$ cat src/pkg/amp_diag_pkg.sv
`default_nettype none
package amp_diag_pkg;

    // Register offsets
    localparam logic [7:0] ADDR_PHASE_HIGH = 8'h1B;
    localparam logic [7:0] ADDR_PHASE_LOW = 8'h1C;
    localparam logic [7:0] ADDR_SETTLE_HIGH = 8'h1D;
    localparam logic [7:0] ADDR_SETTLE_LOW = 8'h1E;
    localparam logic [7:0] ADDR_FAULT_CTRL = 8'h21;
    localparam logic [7:0] ADDR_CLIP_CTRL = 8'h22;
    localparam logic [7:0] ADDR_CLIP_WINDOW = 8'h23;
    localparam logic [7:0] ADDR_CLIP_FLAGS = 8'h24;
    localparam logic [7:0] ADDR_CURRENT_LIMIT_EVENT_FLAGS = 8'h25;

    // Field positions
    localparam int unsigned BIT_CLEAR_FAULT = 7;
    localparam int unsigned BIT_SOURCE_FLIP = 6;
    localparam int unsigned BIT_WARN_SUPPRESS = 5;
    localparam int unsigned BIT_AUTO_RECOVER = 3;
    localparam int unsigned BIT_CLIP_ENABLE = 0;

    // Reset values
    localparam logic [15:0] RST_RESULT = 16'h0000;
    localparam logic RST_SOURCE_FLIP = 1'b0;
    localparam logic RST_WARN_SUPPRESS = 1'b0;
    localparam logic RST_AUTO_RECOVER = 1'b0;
    localparam logic RST_CLIP_ENABLE = 1'b1;
    localparam logic [7:0] RST_CLIP_WINDOW = 8'h14;
    localparam logic [7:0] RST_FLAGS = 8'h00;

    // Serial target; the address value is arbitrary
    localparam logic [6:0] DEFAULT_TARGET_ADDR = 7'h2A;
    localparam int unsigned NUM_CHANNELS = 4;
    localparam logic [3:0] BITS_PER_BYTE = 4'h8;
    localparam logic [3:0] LAST_TX_BIT = 4'h7;

    typedef enum logic [4:0] {
        ST_IDLE = 5'h01,
        ST_RX = 5'h02,
        ST_ACK = 5'h04,
        ST_TX = 5'h08,
        ST_MACK = 5'h10
    } target_state_e;

    typedef enum logic [2:0] {
        PH_ADDR = 3'h1,
        PH_PTR = 3'h2,
        PH_DATA = 3'h4
    } byte_phase_e;

    typedef struct packed {
        logic [7:0] addr;
        logic [7:0] data;
    } reg_write_s;

    typedef struct packed {
        logic [15:0] phase;
        logic [15:0] settle;
    } diag_result_s;

endpackage : amp_diag_pkg
`default_nettype wire

$ cat src/rtl/serial_target.sv
`timescale 1ns/1ps
`default_nettype none
module serial_target
    import amp_diag_pkg::*;
#(
    parameter logic [6:0] TARGET_ADDR = DEFAULT_TARGET_ADDR
)(
    // Clock and reset
    input wire logic i_clock,
    input wire logic i_rst_n,
    // Bus pins
    input wire logic i_scl,
    input wire logic i_sda,
    output logic o_sda_out,
    output logic o_sda_oe,
    // Register side
    output logic [7:0] o_pointer,
    output logic o_wr_en,
    output reg_write_s o_wr,
    input wire logic [7:0] i_rd_data
);

    logic [1:0] scl_sync, sda_sync;
    logic scl_d, sda_d, scl_rise, scl_fall, start_seen, stop_seen;
    target_state_e state, next_state;
    byte_phase_e phase, next_phase;
    logic read_mode, next_read_mode, sda_oe, next_sda_oe, wr_en, next_wr_en;
    logic [3:0] bit_cnt, next_bit_cnt;
    logic [7:0] shift, next_shift, pointer, next_pointer;
    reg_write_s wr, next_wr;

    // Edges are taken from the second stage only
    assign scl_rise = scl_sync[1] & ~scl_d;
    assign scl_fall = ~scl_sync[1] & scl_d;
    assign start_seen = scl_sync[1] & scl_d & sda_d & ~sda_sync[1];
    assign stop_seen = scl_sync[1] & scl_d & ~sda_d & sda_sync[1];

    always_comb
    begin
        next_state = state;
        next_phase = phase;
        next_read_mode = read_mode;
        next_bit_cnt = bit_cnt;
        next_shift = shift;
        next_pointer = pointer;
        next_sda_oe = sda_oe;
        next_wr_en = 1'b0;
        next_wr = wr;
        if (start_seen)
        begin
            // Repeated start keeps the pointer for a following read
            next_state = ST_RX;
            next_phase = PH_ADDR;
            next_bit_cnt = 4'h0;
            next_sda_oe = 1'b0;
        end
        else if (stop_seen)
        begin
            next_state = ST_IDLE;
            next_sda_oe = 1'b0;
        end
        else
        begin
            case (state)
                ST_RX:
                begin
                    if (scl_rise)
                    begin
                        next_shift = {shift[6:0], sda_sync[1]};
                        next_bit_cnt = bit_cnt + 4'h1;
                    end
                    else if (scl_fall && bit_cnt == BITS_PER_BYTE)
                    begin
                        next_sda_oe = 1'b1;
                        next_state = ST_ACK;
                        case (phase)
                            PH_ADDR:
                            begin
                                next_read_mode = shift[0];
                                next_phase = PH_PTR;
                                if (shift[7:1] != TARGET_ADDR)
                                begin
                                    next_sda_oe = 1'b0;
                                    next_state = ST_IDLE;
                                end
                            end
                            PH_PTR:
                            begin
                                next_pointer = shift;
                                next_phase = PH_DATA;
                            end
                            default:
                            begin
                                next_wr_en = 1'b1;
                                next_wr = '{addr: pointer, data: shift};
                                next_pointer = pointer + 8'h01;
                            end
                        endcase
                    end
                end
                ST_ACK:
                begin
                    if (scl_fall)
                    begin
                        next_bit_cnt = 4'h0;
                        if (read_mode)
                        begin
                            next_shift = i_rd_data;
                            next_sda_oe = ~i_rd_data[7];
                            next_state = ST_TX;
                        end
                        else
                        begin
                            next_sda_oe = 1'b0;
                            next_state = ST_RX;
                        end
                    end
                end
                ST_TX:
                begin
                    if (scl_fall)
                    begin
                        next_bit_cnt = bit_cnt + 4'h1;
                        if (bit_cnt == LAST_TX_BIT)
                        begin
                            next_sda_oe = 1'b0;
                            next_state = ST_MACK;
                        end
                        else
                        begin
                            next_shift = {shift[6:0], 1'b0};
                            next_sda_oe = ~shift[6];
                        end
                    end
                end
                ST_MACK:
                begin
                    if (scl_rise)
                    begin
                        if (sda_sync[1])
                            next_state = ST_IDLE;
                        else
                            next_pointer = pointer + 8'h01;
                    end
                    else if (scl_fall)
                    begin
                        // Pointer moved on the rising edge, so read data is already current
                        next_shift = i_rd_data;
                        next_sda_oe = ~i_rd_data[7];
                        next_bit_cnt = 4'h0;
                        next_state = ST_TX;
                    end
                end
                default:
                begin
                    next_state = ST_IDLE;
                    next_sda_oe = 1'b0;
                end
            endcase
        end
    end

    always_ff @(posedge i_clock or negedge i_rst_n)
    begin
        if (!i_rst_n)
        begin
            scl_sync <= 2'h3;
            sda_sync <= 2'h3;
            scl_d <= 1'b1;
            sda_d <= 1'b1;
            state <= ST_IDLE;
            phase <= PH_ADDR;
            read_mode <= 1'b0;
            bit_cnt <= 4'h0;
            shift <= 8'h00;
            pointer <= 8'h00;
            sda_oe <= 1'b0;
            wr_en <= 1'b0;
            wr <= '0;
        end
        else
        begin
            scl_sync <= {scl_sync[0], i_scl};
            sda_sync <= {sda_sync[0], i_sda};
            scl_d <= scl_sync[1];
            sda_d <= sda_sync[1];
            state <= next_state;
            phase <= next_phase;
            read_mode <= next_read_mode;
            bit_cnt <= next_bit_cnt;
            shift <= next_shift;
            pointer <= next_pointer;
            sda_oe <= next_sda_oe;
            wr_en <= next_wr_en;
            wr <= next_wr;
        end
    end

    // Open-drain: the pin is only ever pulled low
    assign o_sda_out = 1'b0;
    assign o_sda_oe = sda_oe;
    assign o_pointer = pointer;
    assign o_wr_en = wr_en;
    assign o_wr = wr;

endmodule : serial_target
`default_nettype wire

$ cat src/rtl/amp_diag_clip_fault_regs.sv
// Operation
// - Register 0x1B reads phase result bits 15:8, read-only, resets to zero.
// - Register 0x1C reads phase result bits 7:0, read-only, resets to zero.
// - Register 0x1D reads settling-time result bits 15:8, read-only, resets to zero.
// - Settling-time result bits 7:0 readable in own read-only register, resets to zero.
// - Writing one to control bit 7 clears latched faults; zero is normal.
// - Control bit 6 selects normal or flipped source for parallel-bridge pairs.
// - Control bit 5 low reports current-limit on warn pin; high suppresses.
// - Control bit 3 high auto-recovers overtemperature and hides it from fault pin.
// - Clip control bit 0 enables clip detection; resets set.
// - Clip window is an 8-bit read/write register resetting to 0x14.
// - Clip register bits 3:0 flag clipping per channel; upper bits zero.
// - Current-limit status register sits at 0x25, read-only, resets zero.
// - Current-limit bits 3:0 flag warnings per channel; upper bits zero.
`timescale 1ns/1ps
`default_nettype none
module amp_diag_clip_fault_regs
    import amp_diag_pkg::*;
#(
    parameter int unsigned NUM_CH = NUM_CHANNELS,
    parameter logic [6:0] TARGET_ADDR = DEFAULT_TARGET_ADDR
)(
    // Clock and reset
    input wire logic i_clock,
    input wire logic i_rst_n,
    // Serial control pins
    input wire logic i_scl,
    input wire logic i_sda,
    output logic o_sda_out,
    output logic o_sda_oe,
    // Load diagnostic results
    input wire logic i_diag_done,
    input wire diag_result_s i_diag_result,
    // Channel and protection events
    input wire logic [NUM_CH-1:0] i_clip_detect,
    input wire logic [NUM_CH-1:0] i_current_limit_event,
    input wire logic i_overtemp_shutdown,
    // Controls to the amplifier core
    output logic o_clear_fault,
    output logic o_parallel_bridge_source_flip,
    output logic o_overtemp_auto_recover,
    output logic o_clip_detect_enable,
    output logic [7:0] o_clip_window_select,
    // Report pins
    output logic o_fault_n,
    output logic o_warn_n
);

    generate
        if (NUM_CH < 1 || NUM_CH > 4)
        begin : g_bad_channels
            $error("NUM_CH must be 1 to 4");
        end
    endgenerate

    logic [7:0] pointer, rd_data;
    logic wr_en, ctrl_write, clip_ctrl_write, window_write;
    reg_write_s wr;
    logic [15:0] phase_result, next_phase_result, settle_result, next_settle_result;
    logic clear_fault, next_clear_fault, source_flip, next_source_flip, warn_suppress, next_warn_suppress;
    logic auto_recover, next_auto_recover, clip_enable, next_clip_enable, overtemp_latched, next_overtemp_latched;
    logic fault_n, next_fault_n, warn_n, next_warn_n;
    logic [7:0] clip_window, next_clip_window;
    logic [NUM_CH-1:0] clip_flags, next_clip_flags, current_limit_event_flags, next_current_limit_event_flags;

    serial_target #(
        .TARGET_ADDR(TARGET_ADDR)
    ) u_target (
        .i_clock(i_clock),
        .i_rst_n(i_rst_n),
        .i_scl(i_scl),
        .i_sda(i_sda),
        .o_sda_out(o_sda_out),
        .o_sda_oe(o_sda_oe),
        .o_pointer(pointer),
        .o_wr_en(wr_en),
        .o_wr(wr),
        .i_rd_data(rd_data)
    );

    // Result and flag offsets have no write path
    assign ctrl_write = wr_en && (wr.addr == ADDR_FAULT_CTRL);
    assign clip_ctrl_write = wr_en && (wr.addr == ADDR_CLIP_CTRL);
    assign window_write = wr_en && (wr.addr == ADDR_CLIP_WINDOW);

    always_comb
    begin
        rd_data = 8'h00;
        case (pointer)
            ADDR_PHASE_HIGH: rd_data = phase_result[15:8];
            ADDR_PHASE_LOW: rd_data = phase_result[7:0];
            ADDR_SETTLE_HIGH: rd_data = settle_result[15:8];
            ADDR_SETTLE_LOW: rd_data = settle_result[7:0];
            ADDR_FAULT_CTRL:
            begin
                rd_data[BIT_SOURCE_FLIP] = source_flip;
                rd_data[BIT_WARN_SUPPRESS] = warn_suppress;
                rd_data[BIT_AUTO_RECOVER] = auto_recover;
            end
            ADDR_CLIP_CTRL: rd_data[BIT_CLIP_ENABLE] = clip_enable;
            ADDR_CLIP_WINDOW: rd_data = clip_window;
            ADDR_CLIP_FLAGS: rd_data = {{(8-NUM_CH){1'b0}}, clip_flags};
            ADDR_CURRENT_LIMIT_EVENT_FLAGS: rd_data = {{(8-NUM_CH){1'b0}}, current_limit_event_flags};
            default: rd_data = 8'h00;
        endcase
    end

    // Results load only when a measurement completes; a load between the two byte reads mixes two samples
    always_comb
    begin
        next_phase_result = phase_result;
        next_settle_result = settle_result;
        if (i_diag_done)
        begin
            next_phase_result = i_diag_result.phase;
            next_settle_result = i_diag_result.settle;
        end
    end

    always_comb
    begin
        next_source_flip = source_flip;
        next_warn_suppress = warn_suppress;
        next_auto_recover = auto_recover;
        next_clip_enable = clip_enable;
        next_clip_window = clip_window;
        // Clear is a one-cycle action; the bit never holds so faults can latch again
        next_clear_fault = ctrl_write && wr.data[BIT_CLEAR_FAULT];
        if (ctrl_write)
        begin
            next_source_flip = wr.data[BIT_SOURCE_FLIP];
            next_warn_suppress = wr.data[BIT_WARN_SUPPRESS];
            next_auto_recover = wr.data[BIT_AUTO_RECOVER];
        end
        if (clip_ctrl_write)
            next_clip_enable = wr.data[BIT_CLIP_ENABLE];
        if (window_write)
            next_clip_window = wr.data;
    end

    // A new event in the clearing cycle survives the clear
    genvar ch;
    generate
        for (ch = 0; ch < NUM_CH; ch++)
        begin : g_channel
            assign next_clip_flags[ch] = (i_clip_detect[ch] & clip_enable)
                | (clip_flags[ch] & ~clear_fault);
            assign next_current_limit_event_flags[ch] = i_current_limit_event[ch]
                | (current_limit_event_flags[ch] & ~clear_fault);
        end
    endgenerate

    always_comb
    begin
        // With auto-recovery the condition is never latched, so it clears itself
        next_overtemp_latched = (i_overtemp_shutdown & ~auto_recover)
            | (overtemp_latched & ~clear_fault & ~auto_recover);
        next_fault_n = ~overtemp_latched;
        next_warn_n = ~((|current_limit_event_flags & ~warn_suppress) | (|clip_flags));
    end

    always_ff @(posedge i_clock or negedge i_rst_n)
    begin
        if (!i_rst_n)
        begin
            phase_result <= RST_RESULT;
            settle_result <= RST_RESULT;
            clear_fault <= 1'b0;
            source_flip <= RST_SOURCE_FLIP;
            warn_suppress <= RST_WARN_SUPPRESS;
            auto_recover <= RST_AUTO_RECOVER;
            clip_enable <= RST_CLIP_ENABLE;
            clip_window <= RST_CLIP_WINDOW;
            clip_flags <= RST_FLAGS[NUM_CH-1:0];
            current_limit_event_flags <= RST_FLAGS[NUM_CH-1:0];
            overtemp_latched <= 1'b0;
            fault_n <= 1'b1;
            warn_n <= 1'b1;
        end
        else
        begin
            phase_result <= next_phase_result;
            settle_result <= next_settle_result;
            clear_fault <= next_clear_fault;
            source_flip <= next_source_flip;
            warn_suppress <= next_warn_suppress;
            auto_recover <= next_auto_recover;
            clip_enable <= next_clip_enable;
            clip_window <= next_clip_window;
            clip_flags <= next_clip_flags;
            current_limit_event_flags <= next_current_limit_event_flags;
            overtemp_latched <= next_overtemp_latched;
            fault_n <= next_fault_n;
            warn_n <= next_warn_n;
        end
    end

    assign o_clear_fault = clear_fault;
    assign o_parallel_bridge_source_flip = source_flip;
    assign o_overtemp_auto_recover = auto_recover;
    assign o_clip_detect_enable = clip_enable;
    assign o_clip_window_select = clip_window;
    assign o_fault_n = fault_n;
    assign o_warn_n = warn_n;

endmodule : amp_diag_clip_fault_regs
`default_nettype wire

$ cat config.mk
export PLATFORM = sky130hd
export DESIGN_NAME = amp_diag_clip_fault_regs
export DESIGN_NICKNAME = d
export VERILOG_FILES = /design/src/pkg/amp_diag_pkg.sv /design/src/rtl/serial_target.sv /design/src/rtl/amp_diag_clip_fault_regs.sv
export SDC_FILE = /design/constraint.sdc
export NUM_CORES = 1
export LEC_CHECK = 0
export ABC_CLOCK_PERIOD_IN_PS = 4000
export BUFFER_PORTS_ARGS = -buffer_cell sky130_fd_sc_hd__buf_2
export CAP_MARGIN = 0
export CELL_PAD_IN_SITES_DETAIL_PLACEMENT = 0
export CELL_PAD_IN_SITES_GLOBAL_PLACEMENT = 1
export CORE_MARGIN = 2
export CORE_UTILIZATION = 45
export DETAILED_ROUTE_END_ITERATION = 16
export PLACE_DENSITY_LB_ADDON = 0.1
export SLEW_MARGIN = 40
export SYNTH_ARGS = -nofsm -noshare
export SYNTH_HDL_FRONTEND = slang
export SYNTH_SLANG_ARGS = --single-unit
$ cat constraint.sdc
create_clock -name i_clock -period 4 [get_ports i_clock]
set_clock_uncertainty 0.05 [all_clocks]
set_input_delay 1.2 -clock i_clock [delete_from_list [all_inputs] [get_ports i_clock]]
set_output_delay 1.2 -clock i_clock [all_outputs]
set_load 0.02 [all_outputs]
# ---- Word-level counts from Yosys, hierarchy flattened
# Index checks and enable logic that the tools add are counted.
dict set report word_totals {
  reg_bits 109
  output_inout_bits 16
}
dict set report op_classes {
  n_addsub 2
  n_eq_ne 47
  mux 66
  bitwise 48
  n_reduce_logical 22
}
# op n
set op_table {}
lappend op_table {{$mux W8} 11}
lappend op_table {{$eq A8 B6 Y1 const B} 8}
lappend op_table {{$mux W5} 11}
lappend op_table {{$eq A8 B5 Y1 const B} 4}
lappend op_table {{$pmux W8 S2} 2}
lappend op_table {{$pmux W8 S4} 1}
lappend op_table {{$mux W4} 7}
lappend op_table {{$and A1 B1 Y1} 23}
lappend op_table {{$ne A4 B1 Y1 const B} 5}
lappend op_table {{$pmux W5 S4} 1}
lappend op_table {{$mux W1} 18}
lappend op_table {{$mux W3} 6}
lappend op_table {{$reduce_and A6 Y1} 3}
lappend op_table {{$ne A2 B1 Y1 const B} 8}
lappend op_table {{$pmux W1 S8} 2}
lappend op_table {{$pmux W4 S4} 1}
lappend op_table {{$not A1 Y1} 15}
lappend op_table {{$pmux W2 S7} 1}
lappend op_table {{$ne A2 B2 Y1 const B} 6}
lappend op_table {{$pmux W2 S6} 1}
lappend op_table {{$or A1 B1 Y1} 10}
lappend op_table {{$pmux W1 S5} 2}
lappend op_table {{$reduce_and A10 Y1} 1}
lappend op_table {{$reduce_and A5 Y1} 2}
lappend op_table {{other kinds (27)} 36}

# ---- Depth between registers and ports, before layout
dict set report depth {
  depth_word 8
  mapped_depth 9
  mapped_depth_nobuf 8
}

# ---- Hierarchy
# Synthesis repeated with hierarchy kept, for this count alone.
dict set report hier_totals {
  hier_cells 492
  hier_area_um2 5582.9
}
# mod instances cells_per_inst area_per_inst_um2
set by_module_without_submodules {}
lappend by_module_without_submodules {serial_target 1 283 2940.3}
lappend by_module_without_submodules {amp_diag_clip_fault_regs 1 209 2642.5}

# ---- Worst setup path after synthesis
# Ideal clock, no wire load.
dict set report synth_timing {
  path_type {input port to flip-flop}
  start {input i_diag_done}
  end {register phase_result[0]}
  setup_time_ns 0.125
  t_arrival_ns 2.075
  required_ns 3.825
  setup_slack_ns 1.750
  stages 3
  cell_sequence {clkbuf_1 -> buf_1 -> mux2_2}
}
# element line
set synth_rtl {}
lappend synth_rtl {{start, declared} amp_diag_clip_fault_regs.sv:32} ;# input wire logic i_diag_done,
lappend synth_rtl {{end signal, assigned} amp_diag_clip_fault_regs.sv:182} ;# phase_result <= next_phase_result;
lappend synth_rtl {{end, declared} amp_diag_clip_fault_regs.sv:59} ;# logic [15:0] phase_result, next_phase_result, settle_result, next_settle_result;
# No word-level cell between the ends.

# ---- Worst setup path after layout
dict set report layout_timing {
  start {register u_target.pointer[1] (netlist: u_target.o_pointer[1])}
  end {register u_target.shift[3]}
}
dict set report layout_between {
  elab_chain_cells 5
}
# element line
set layout_rtl {}
lappend layout_rtl {{start, declared} serial_target.sv:29} ;# logic [7:0] shift, next_shift, pointer, next_pointer;
lappend layout_rtl {{start signal, assigned} serial_target.sv:192} ;# pointer <= next_pointer;
lappend layout_rtl {{$eq A8 B6 Y1 / $eq A8 B5 Y1 (equally long branches)} amp_diag_clip_fault_regs.sv:89} ;# case (pointer)
lappend layout_rtl {{$pmux W1 S8 (*)} amp_diag_clip_fault_regs.sv:89}
lappend layout_rtl {{$mux W8, on equally long branches} {serial_target.sv:145, serial_target.sv:106}}
lappend layout_rtl {{$mux W8, on equally long branches} {serial_target.sv:138, serial_target.sv:103}}
lappend layout_rtl {{$pmux W8 S4 (*)} serial_target.sv:64} ;# case (state)
lappend layout_rtl {{end signal, assigned} serial_target.sv:191} ;# shift <= next_shift;
lappend layout_rtl {{end, declared} serial_target.sv:29}
# Every way passes the cells marked *; elsewhere a longest branch is shown, timed or not. The select of a mux whose other input is x is not followed.
# A chain may end at the register's enable or synchronous reset.

==> run summary <==
Initial DRC Count -> 215
P_sw -> 0.500 mW
Initial antenna violation count -> 0
HPWL after DPL -> 9.01 mm
First-pass GRT wire length -> 20.3 mm
Buffers added on ports -> 60
Predominant post-synthesis flop cell -> dfrtp_1
DRT Pass-1 Iters -> 5
Slew Limit Fails -> 0
CTS H-tree depth -> 3
Vias in the first global route -> 3761
Worst Setup End Kind -> register
CTS Buffer Depth -> 2
Worst Path Max Fanout -> 10
Grt total ovfl -> 0
Final setup violation count -> 0
Status -> finished clean
Final hold vios -> 0
Worst Setup Slack, final -> 1310 ps
Initial Util -> 0.461
CP arrival -> 2920 ps
Final worst path period need -> 2690 ps
Max-Slew Margin vs Limit -> 0.451
Die Span Y -> 112 um
Worst setup SP type -> register
Avg Cell Area, Syn -> 11.3 sq um
Int Power -> 1.76 mW
Hold-fix buffers, CTS -> 0
Non-Filler Instances -> 662
Unique cell type count in the Yosys netlist -> 68
GRT Total Usage -> 0.209
Flop2flop setup slack -> 1310 ps
Post-synth EDFFs -> 0
Routed via count -> 3821
Sw Ratio -> 0.221
Worst-margin pin slew -> 824 ps
Synthesized instance count -> 463
Tcrit/Tclk final -> 0.673
Syn Nets -> 515
Yosys warning total -> 0
Clk Latency, worst-skew pair -> 350 ps
Final core utilization -> 0.524
Dpl ws -> 1380 ps
Detailed-route wire length -> 12.6 mm
Hold slack -> 312 ps
Row count -> 39
Worst Setup Path Type -> register to register
Synth top area share -> 0.458
Largest net degree at the start of global routing -> 59
Max incr delay on CP -> 520 ps
Placed Area -> 5630 sq um
CTS tree -> yes
Fmax -> 371 MHz
RD Place Congestion -> 0.862
Fin area -> 5960 sq um
Comb pwr share -> 0.056
Async S/R FF share, synth -> 1.00
Worst path required time -> 4230 ps
Total of max-cap violations -> 0
Mapped Area -> 5240 sq um
Post-CTS Setup Repair Bufs -> 0
Horiz. Die Dim -> 112 um
Setup repair after global routing missed its margin -> false
Top cells by area, synth -> dfrtp_1 (46%), mux2_2 (14%), dfstp_2 (6.5%), o21ai_0 (2.5%), nor2_1 (2.4%)
Syn-to-layout area delta -> 13.7%
Area of the die -> 12500 sq um
Post-synth top area cell -> dfrtp_1
Worst path top cell family by delay -> simple AND/OR/NAND/NOR gates
Number of clock sinks -> 109
Seq/Total Area, Yosys -> 0.524
Critical path's slowest cell -> or4b_1
Average wire per standard cell -> 19.0 um
Final Power -> 2.26 mW
#FFs+latches synth -> 109
DR vias/cell -> 5.77
Buf/Inv on CP -> 0
Fin Setup TNS -> 0 ps
Root Driver -> clkbuf_16
N_diodes -> 0
Inst Count DP -> 646
VDD IR-drop max -> 333 uV
Clk slew on worst S/H paths -> 70 ps
Filler Cells Inserted -> 1027
I/O pins -> 62
Clock share of power -> 0.426
Inserted Clock Buffers -> 9
Leakage -> 2.64 nW
Post-DRT Antenna Nets -> 0
Min-Delay Path Class -> register to register
Share of cells above drive strength 1 -> 0.322
Post-cts sizing count -> 0
# nets final -> 566
Core Area -> 11400 sq um
Share of power burned in registers -> 0.518
DRC errors left -> 0
CP cell instances -> ha_1, nor2b_1, a22oi_1, o22ai_1, a221oi_1, or4b_1, a21oi_1
P per Cell Area -> 379 nW/um^2
==> Yosys cell counts (9+ instances only) <==
master / instances
a21oi_1: 19
a22o_1: 11
a22oi_1: 9
dfrtp_1: 96
dfstp_2: 13
inv_1: 13
mux2_2: 66
nand2_1: 31
nand3_1: 13
nor2_1: 33
nor3_1: 9
o21ai_0: 26
==> power groups by stage <==
stage | clock network, mW | registers [mW] | logic [mW]
after floorplan | 0 | 1.18 | 0.0712
after global placement | 0 | 1.19 | 0.127
after detailed placement | 0 | 1.19 | 0.129
after CTS | 0.985 | 1.17 | 0.130
after global routing | 1.03 | 1.18 | 0.143
final | 0.962 | 1.17 | 0.127
==> sequential cells by signal, indices dropped and copies added (netlist names), 2 cells and up <==
signal,cells
clip_flags,4
current_limit_event_flags,4
o_clip_window_select,8
phase_result,16
settle_result,16
u_target.bit_cnt,4
u_target.o_pointer,8
u_target.o_wr,16
u_target.phase,3
u_target.scl_sync,2
u_target.sda_sync,2
u_target.shift,8
u_target.state,5
==> cell type report <==
type	instances	area, sq um	area share
Clock buffer	11	233	0.0391
Clock inverter	5	85.1	0.0143
Inverter	14	52.6	0.00882
Multi-Input combinational cell	318	2330	0.392
Sequential cell	109	2740	0.461
Tap cell	143	179	0.0300
Timing Repair Buffer	62	330	0.0555
==> placed cells by master (no fill, tap or decap), drive strengths merged, types with 6 or more instances in the layout <==
cell type | netlist | final
dfrtp | 96 | 96
mux2 | 66 | 66
buf | 14 | 62
nor2 | 34 | 34
nand2 | 32 | 32
o21ai | 27 | 27
a21oi | 19 | 19
inv | 13 | 15
nand3 | 13 | 13
dfstp | 13 | 13
a22o | 11 | 11
clkbuf | 8 | 11
nor3 | 10 | 10
a22oi | 9 | 9
a21o | 6 | 6
ha | 6 | 6
and3 | 6 | 6
==> cells by family (layout without fill, tap and decap cells) <==
| kind of cell | Yosys count | in the layout | share of synthesized area |
|---|---|---|---|
| AOI/OAI and AO/OA | 114 | 114 | 0.154 |
| xor gates and xnor gates | 2 | 2 | 0.00334 |
| adders and majority gates | 6 | 6 | 0.0143 |
| buffers and inverters | 36 | 92 | 0.0332 |
| DFF | 109 | 109 | 0.524 |
| muxes | 67 | 67 | 0.144 |
| other | 1 | 1 | 0.000716 |
| and+or+nand+nor | 128 | 128 | 0.127 |
==> metal layers <==
| metal | global-route usage | up-vias | part of all wire | wire [um] |
|---|---|---|---|---|
| met4 | 0.0733 | 0 | 0.024 | 300 |
| met5 | 0 | - | 0 | 0 |
| met3 | 0.0555 | 19 | 0.047 | 594 |
| li1 | - | 1819 | - | - |
| met1 | 0.292 | 1890 | 0.47 | 5970 |
| met2 | 0.316 | 93 | 0.45 | 5700 |
==> path summary, 6_finish.rpt <==
kind	startpoint	to	depth (start not counted)
worst min register to register	u_target.sda_sync[0]	u_target.sda_sync[1]	0
min in group asynchronous	i_rst_n	u_target.o_wr_en	1
worst min-delay path	u_target.sda_sync[0]	u_target.sda_sync[1]	0
worst max-delay path	u_target.o_pointer[1]	u_target.shift[3]	7
worst max register to register	u_target.o_pointer[1]	u_target.shift[3]	7
max in group asynchronous	i_rst_n	o_clip_detect_enable	2
(Power assumes the default switching activity.)
